===== config.mk =====
export PLATFORM = sky130hd
export DESIGN_NAME = incremental_encoder_output_flat
export DESIGN_NICKNAME = d
export VERILOG_FILES = /design/src/logic/quad_enc_pkg.sv /design/src/logic/quad_link_if.sv /design/src/logic/incremental_encoder_output.sv /design/src/flat_wrapper.sv
export SDC_FILE = /design/constraint.sdc
export NUM_CORES = 1
export LEC_CHECK = 0
export BUFFER_PORTS_ARGS = -buffer_cell sky130_fd_sc_hd__buf_4
export CAP_MARGIN = 20
export CELL_PAD_IN_SITES_DETAIL_PLACEMENT = 2
export CELL_PAD_IN_SITES_GLOBAL_PLACEMENT = 2
export CORE_ASPECT_RATIO = 0.75
export CORE_UTILIZATION = 39
export DETAILED_ROUTE_END_ITERATION = 7
export GPL_ROUTABILITY_DRIVEN = 0
export GPL_TIMING_DRIVEN = 0
export PLACE_DENSITY_LB_ADDON = 0.1
export SLEW_MARGIN = 20
export SYNTH_ARGS = -nofsm -noshare
export SYNTH_HDL_FRONTEND = slang
export SYNTH_SLANG_ARGS = --single-unit

===== constraint.sdc =====
create_clock -name clk_sys_i -period 26 [get_ports clk_sys_i]
set_input_delay 0 -clock clk_sys_i [delete_from_list [all_inputs] [get_ports clk_sys_i]]
set_output_delay 0 -clock clk_sys_i [all_outputs]
set_load 0.03 [all_outputs]

===== src/logic/quad_enc_pkg.sv =====
// Constants and types shared by the encoder output and the quadrature receiver.
// Assumes a single 50 MHz system clock and 14-bit angle samples.
package quad_enc_pkg;
   // ==========================================================
   // Angle and resolution
   localparam int ANGLE_W = 14;
   localparam logic [3:0] RES_CODE_MIN = 4'h3;
   localparam logic [3:0] RES_CODE_MAX = 4'hE;
   localparam logic [3:0] RES_CODE_TOP = 4'hE;
   localparam logic [3:0] RES_CODE_DEFAULT = 4'hE;
   localparam logic [3:0] RES_SHIFT_BASE = 4'h2;
   localparam int STEP_W = 16;
   localparam logic [STEP_W-1:0] STEP_ZERO = 16'h0000;
   // ==========================================================
   // Quadrature states, index = (first,second) Gray position
   localparam logic [1:0] QPOS_0 = 2'h0;
   localparam logic [1:0] QPOS_1 = 2'h1;
   localparam logic [1:0] QPOS_2 = 2'h2;
   localparam logic [1:0] QPOS_3 = 2'h3;
   // ==========================================================
   // Timing
   localparam int CLK_HZ = 50000000;
   localparam int SAMPLE_PERIOD_NS = 1000;
   localparam int SAMPLE_CYCLES = (SAMPLE_PERIOD_NS * (CLK_HZ / 1000000)) / 1000;
   // ==========================================================
   // Device sequencing states
   typedef enum logic [2:0] {
      ST_ZERO  = 3'b001,
      ST_SLEW  = 3'b010,
      ST_TRACK = 3'b100
   } enc_state_t;
endpackage : quad_enc_pkg


===== src/logic/quad_link_if.sv =====
// Link between the encoder output and the quadrature receiver.
// Assumes both ends share clk_sys_i; the link is three plain wires.
`timescale 1ns/1ps
`default_nettype none
interface quad_link_if;
   logic chan_a;
   logic chan_b;
   logic marker;
   modport encoder
   (
      output chan_a,
      output chan_b,
      output marker
   );
   modport receiver
   (
      input chan_a,
      input chan_b,
      input marker
   );
endinterface : quad_link_if
`default_nettype wire


===== src/logic/incremental_encoder_output.sv =====
// Incremental encoder output: angle samples in, quadrature channels and zero marker out.
// Assumes samples and configuration are synchronous to clk_sys_i.
// Link pins are registered; settled_o flags catch-up done.
// Functional notes
// - Channels: 50% duty, 2^N cycles per revolution
// - Second channel leads first by quarter cycle on increase
// - Marker once per revolution at zero
// - Each state spans 360/(4*2^N) degrees
// - Increasing angle: second-channel edge leads
// - Decreasing angle: first-channel edge leads
// - Receiver position wraps each revolution
// - States 00,01,11,10 Gray sequence
// - Only adjacent state transitions when slew limited
// - Code 3..14 gives N = 14 - code
// - Nonzero step interval enables slew limiting
// - Limited: walk every intervening state, then track
// - Samples every 1 us; interval limits
// - Start at zero state, catch up shortest way
// - Interval zero: jump straight to target
`timescale 1ns/1ps
`default_nettype none
module incremental_encoder_output
   import quad_enc_pkg::*;
(
   input wire logic clk_sys_i,
   input wire logic nrst_i,
   input wire logic [ANGLE_W-1:0] angle_i,
   input wire logic angle_valid_i,
   input wire logic [3:0] resolution_code_i,
   input wire logic [STEP_W-1:0] quadrature_step_interval_i,
   quad_link_if.encoder link,
   output logic settled_o
);
   // ==========================================================
   // Target state from angle
   logic [ANGLE_W-1:0] angle_ff;
   logic [3:0] shift;
   logic [ANGLE_W-1:0] bin_count;
   logic [ANGLE_W-1:0] target_count;
   logic [1:0] target_pos;
   logic [ANGLE_W-1:0] count_mask;
   logic slew_on;

   always_ff @(posedge clk_sys_i)
   begin
      if (!nrst_i)
      begin
         angle_ff <= '0;
      end
      else if (angle_valid_i)
      begin
         angle_ff <= angle_i;
      end
   end

   always_comb
   begin
      if (resolution_code_i >= RES_CODE_MIN && resolution_code_i <= RES_CODE_MAX)
      begin
         shift = resolution_code_i - RES_SHIFT_BASE;
      end
      else
      begin
         shift = RES_CODE_DEFAULT - RES_SHIFT_BASE;
      end
   end

   // Top N+2 angle bits give the quadrature count
   assign bin_count = angle_ff >> shift;
   assign target_count = bin_count;
   assign target_pos = target_count[1:0];
   assign count_mask = {ANGLE_W{1'b1}} >> shift;
   assign slew_on = (quadrature_step_interval_i != STEP_ZERO);

   // ==========================================================
   // Sequencer
   enc_state_t state_ff;
   enc_state_t nxt_state;
   logic [1:0] pos_ff;
   logic [1:0] nxt_pos;
   logic [STEP_W-1:0] timer_ff;
   logic step_ok;
   logic [ANGLE_W-1:0] cur_count_ff;
   logic [ANGLE_W-1:0] nxt_count;
   logic [ANGLE_W-1:0] fwd_dist;
   logic [ANGLE_W-1:0] back_dist;

   assign step_ok = (timer_ff == STEP_ZERO);
   // Distance to target each way round the wrap
   assign fwd_dist = (target_count - cur_count_ff) & count_mask;
   assign back_dist = (cur_count_ff - target_count) & count_mask;

   always_comb
   begin
      nxt_state = state_ff;
      nxt_pos = pos_ff;
      nxt_count = cur_count_ff;
      unique case (state_ff)
         ST_ZERO:
         begin
            if (slew_on)
            begin
               nxt_state = ST_SLEW;
            end
            else
            begin
               nxt_state = ST_TRACK;
               nxt_pos = target_pos;
               nxt_count = target_count;
            end
         end
         ST_SLEW, ST_TRACK:
         begin
            if (!slew_on)
            begin
               nxt_pos = target_pos;
               nxt_count = target_count;
               nxt_state = ST_TRACK;
            end
            else if (cur_count_ff == target_count)
            begin
               nxt_state = ST_TRACK;
            end
            else if (step_ok)
            begin
               // One state, shortest way round
               if (fwd_dist <= back_dist)
               begin
                  nxt_count = (cur_count_ff + 1'b1) & count_mask;
               end
               else
               begin
                  nxt_count = (cur_count_ff - 1'b1) & count_mask;
               end
               nxt_pos = nxt_count[1:0];
               nxt_state = ST_SLEW;
            end
         end
      endcase
   end

   always_ff @(posedge clk_sys_i)
   begin
      if (!nrst_i)
      begin
         state_ff <= ST_ZERO;
         pos_ff <= QPOS_0;
         cur_count_ff <= '0;
      end
      else
      begin
         state_ff <= nxt_state;
         pos_ff <= nxt_pos;
         cur_count_ff <= nxt_count;
      end
   end

   // ==========================================================
   // Step pacing
   always_ff @(posedge clk_sys_i)
   begin
      if (!nrst_i)
      begin
         timer_ff <= STEP_ZERO;
      end
      else if (nxt_pos != pos_ff)
      begin
         timer_ff <= quadrature_step_interval_i - 1'b1;
      end
      else if (!step_ok)
      begin
         timer_ff <= timer_ff - 1'b1;
      end
   end

   // ==========================================================
   // Pin drivers
   logic a_ff;
   logic b_ff;
   logic z_ff;
   logic settled_ff;

   always_ff @(posedge clk_sys_i)
   begin
      if (!nrst_i)
      begin
         a_ff <= 1'b0;
         b_ff <= 1'b0;
         z_ff <= 1'b1;
         settled_ff <= 1'b0;
      end
      else
      begin
         // Gray map 0:00 1:01 2:11 3:10, second leads on increase
         a_ff <= nxt_pos[1];
         b_ff <= nxt_pos[1] ^ nxt_pos[0];
         z_ff <= (nxt_count == '0);
         settled_ff <= (nxt_state == ST_TRACK) && (nxt_count == target_count);
      end
   end

   assign link.chan_a = a_ff;
   assign link.chan_b = b_ff;
   assign link.marker = z_ff;
   assign settled_o = settled_ff;
endmodule : incremental_encoder_output
`default_nettype wire


===== src/flat_wrapper.sv =====
// flat-port wrapper written by rule: the top's interface ports become plain ports
module incremental_encoder_output_flat import quad_enc_pkg::*;
  (clk_sys_i, nrst_i, angle_i, angle_valid_i, resolution_code_i, quadrature_step_interval_i, settled_o, link_chan_a, link_chan_b, link_marker);
  quad_link_if link_i ();
  input wire logic clk_sys_i;
  input wire logic nrst_i;
  input wire logic [ANGLE_W-1:0] angle_i;
  input wire logic angle_valid_i;
  input wire logic [3:0] resolution_code_i;
  input wire logic [STEP_W-1:0] quadrature_step_interval_i;
  output logic settled_o;
  output wire logic [$bits(link_i.chan_a)-1:0] link_chan_a;
  output wire logic [$bits(link_i.chan_b)-1:0] link_chan_b;
  output wire logic [$bits(link_i.marker)-1:0] link_marker;
  assign link_chan_a = link_i.chan_a;
  assign link_chan_b = link_i.chan_b;
  assign link_marker = link_i.marker;
  incremental_encoder_output u_core (.clk_sys_i(clk_sys_i), .nrst_i(nrst_i), .angle_i(angle_i), .angle_valid_i(angle_valid_i), .resolution_code_i(resolution_code_i), .quadrature_step_interval_i(quadrature_step_interval_i), .link(link_i), .settled_o(settled_o));
endmodule

==> run_results.csv <==
group,metric,value,unit
timing,hold_violations,0,
critical_path,worstPathMaxFanout,14,
finish,nets,1029,
drt,routed-wl-met2,13.7,mm
clock_network,cts_buffers,5,
floorplan,io_pins,41,
power_and_ir_drop,p_per_area,67.9,nW/µm²
critical_path,r2r_slack,15.80,ns
clock_network,ctsResizeCount,0,
drt,finalWirelength,28.9,mm
global_route,antenna_found_initial,0,
logic_synthesis,synthFlopType,"dfxtp_1",
timing,skew,0.0132,ns
drt,wl_met3,1.39,mm
logic_synthesis,synth-xor-area-share,0.0764,
timing,fin_tns_setup,0,ns
timing,slew_violations,0,
job,cap_viol_max_count,0,
critical_path,max_stage_delay,0.68,ns
drt,firstDrtPassIters,5,
logic_synthesis,synth-edff-count,0,
critical_path,worst_ep_required_time,26.21,ns
logic_synthesis,synth-compound-area-share,0.263,
min_path,holdPathEnd,"u_core.state_ff[2]",
timing,slew_headroom,0.299,
logic_synthesis,synth_top_area_share,0.162,
min_path,holdPathStages,2,
clock_network,clk_path_buf_depth,2,
finish,synthToLayoutAreaGrowth,13.3,%
logic_synthesis,syn-cell-area,6420,µm²
logic_synthesis,ys_seq_area_frac,0.162,
floorplan,num_rows,40,
global_route,grt_overflow,0,
drt,wl_per_cell,25.2,µm
finish,final_util,0.452,
drt,top_layer,"met4",
critical_path,crit_start,"resolution_code_i[2]",
floorplan,coreArea,16100,µm²
timing,worst_pin_slew,1.05,ns
logic_synthesis,synth-seq-cells,52,
clock_network,cts_setup_buffers,0,
drt,vias_per_cell,6.32,
placement,dpl.hpwl,22.3,mm
drt,drcViolationCount,0,
logic_synthesis,ys_warn_count,0,
clock_network,htreeDepth,2,
floorplan,start_util,0.400,
timing,rsz0062_at_grt,"false",
critical_path,r2r-start,"u_core.angle_ff[10]",
outcome,outcome,"finished, final reports clean",
clock_network,clock-sinks,52,
finish,drive_gt1_frac,0.100,
logic_synthesis,postSynthCellCount,876,
clock_network,cts_tree,"built",
drt,postRouteAntennaNets,0,
clock_network,path_clk_slew,0.08,ns
finish,fillCellCount,1880,
timing,whs,0.0211,ns
timing,fin_crit,10.67,ns
floorplan,die_area,17000,µm²
finish,layout_commonest_cell,"nor2_1",
logic_synthesis,synth_area_leaders,"dfxtp_1, ha_1, nor2_1",
critical_path,critPathKind,"input port to register",
placement,io_buffers,38,
floorplan,die_w,150,µm
power_and_ir_drop,p_leak,2.99,nW
clock_network,cts_root_buffer,"clkbuf_16",
drt,dr_total_vias,7247,
critical_path,reg2reg_to,"u_core.timer_ff[10]",
logic_synthesis,muxShareOfSynthArea,0.0478,
finish,final_cell_mix,"nor2_1, a21oi_1, nand2_1, ha_1, dfxtp_1",
floorplan,die_y,113,µm
global_route,grt_max_degree,17,
logic_synthesis,synth_async_sr_flop_share,0,
critical_path,cp.arrival,10.88,ns
critical_path,r2r_cells,37,
critical_path,end_kind,"register",
finish,antenna_cells,0,
logic_synthesis,synth_top_family_by_area,"simple AND/OR/NAND/NOR gates",
power_and_ir_drop,peakVddDrop,33.7,µV
timing,finalSetupViolCount,0,
logic_synthesis,synth.avg_cell_area,7.33,µm²
timing,fmaxAchievable,93.7,MHz
drt,drt_iter0_markers,427,
clock_network,clk-insertion-delay-late,0.30,ns
logic_synthesis,ys_types,90,
logic_synthesis,yosys.area.top_type,"dfxtp_1",
min_path,hold_path_class,"input port to register",
global_route,grt_pass1_vias,7816,
global_route,grt_pass1_wl,44.6,mm
logic_synthesis,synthSimpleGateAreaFrac,0.277,
global_route,grt_usage,0.347,
min_path,hp-start,"nrst_i",
timing,period_share,0.411,
logic_synthesis,syn_nets,969,
logic_synthesis,synthAdderAreaFrac,0.113,
critical_path,slowest_stage,"o32ai_1",
drt,drt-met1-wl,12.9,mm
critical_path,cp-start-kind,"input port",
==> cells in the mapped netlist, types with 6 or more instances <==
cell        n
or3_1      10
a21boi_0    8
and3_1      7
nor2_1    101
a22oi_1     6
o22ai_1    11
buf_1       6
clkbuf_1   29
dfxtp_1    52
inv_1      45
o211ai_1    7
o21a_1      8
nand2_1    58
a211oi_1   22
and2_1     21
nand4_1    12
o21ai_0    38
a21oi_1    59
nand3_1    21
buf_2      13
or2_2       7
a211o_1     8
nor4_1     14
mux2i_1    25
xnor2_1    37
nor3_1     25
nand3b_1    9
nand2b_1   14
nor2b_1    12
xor2_1     19
a21o_1      7
ha_1       53
==> timing repair <==
action	CTS	global route
hold buffers	14	0
endpoints found under the setup margin	0	0
endpoints found under the hold margin	14	0
==> worst max-delay path, delay by kind of cell <==
| family | cells | cell delay [ns] |
|---|---|---|
| mux | 1 | 0.23 |
| fa+ha+maj | 6 | 2.08 |
| buf+inv | 10 | 2.42 |
| simple gates | 11 | 2.18 |
| compound gates | 14 | 3.61 |
| xor+xnor | 2 | 0.36 |
==> state kept, by name (all words and copies together) (netlist names) <==
| register | cells |
|---|---|
| u_core.timer_ff | 16 |
| u_core.angle_ff | 14 |
| u_core.cur_count_ff | 14 |
| u_core.state_ff | 3 |
| u_core.pos_ff | 2 |
| u_core.link.chan_b | 1 |
| u_core.link.marker | 1 |
| u_core.settled_o | 1 |
==> per-layer routing <==
metal / GRT usage / vias to the layer above
met4: 0.120 / 0
met3: 0.0500 / 66
met2: 0.591 / 228
li1: - / 3319
met5: 0 / -
met1: 0.445 / 3634
==> how the worst max path moves through the flow <==
stage                          end  slack [ns]
3_3_place_gp   u_core.timer_ff[10]       14.83
5_1_grt        u_core.timer_ff[10]       14.56
4_1_cts        u_core.timer_ff[10]       15.51
6_report       u_core.timer_ff[10]       15.33
2_1_floorplan  u_core.timer_ff[14]       17.35
3_5_place_dp   u_core.timer_ff[10]       15.27
==> per-stage QoR <==
stage,cell area (µm²),instances,power [W],worst slack [ns]
after floorplan,6420,876,0.000316,17.35
after global placement,6970,1124,0.000383,14.83
after detailed placement,6980,1125,0.000412,15.27
after CTS,7270,1147,0.000487,15.51
after global routing,7270,1147,0.000525,14.56
final,7270,1147,0.000494,15.33
==> report_power, final <==
group / total, W / internal (W) / switching [W] / leakage [nW]
Clock: 0.0000675 / 0.0000360 / 0.0000315 / 0.0671
Sequential: 0.000110 / 0.0000933 / 0.0000167 / 0.425
Combinational: 0.000316 / 0.000120 / 0.000196 / 2.50
==> cells by family after synthesis <==
family,count (synthesis)
AO/OA/AOI/OAI,243
flip-flops,52
adder cells (fa/ha/maj),56
buffers and inverters,98
AND/OR/NAND/NOR,341
XOR/XNOR,56
multiplexers,30
==> cell type report <==
class / count / area [µm²] / area share
repair buffers: 53 / 437 / 0.0601
plain buffers: 50 / 211 / 0.0291
flip-flops and latches: 52 / 1040 / 0.143
multi-input cells: 726 / 4990 / 0.687
clock buffers: 6 / 129 / 0.0177
inverters: 48 / 180 / 0.0248
clock inverters: 2 / 16.3 / 0.00224
well taps: 210 / 263 / 0.0361
No activity file was read; power rests on OpenSTA's default activity.
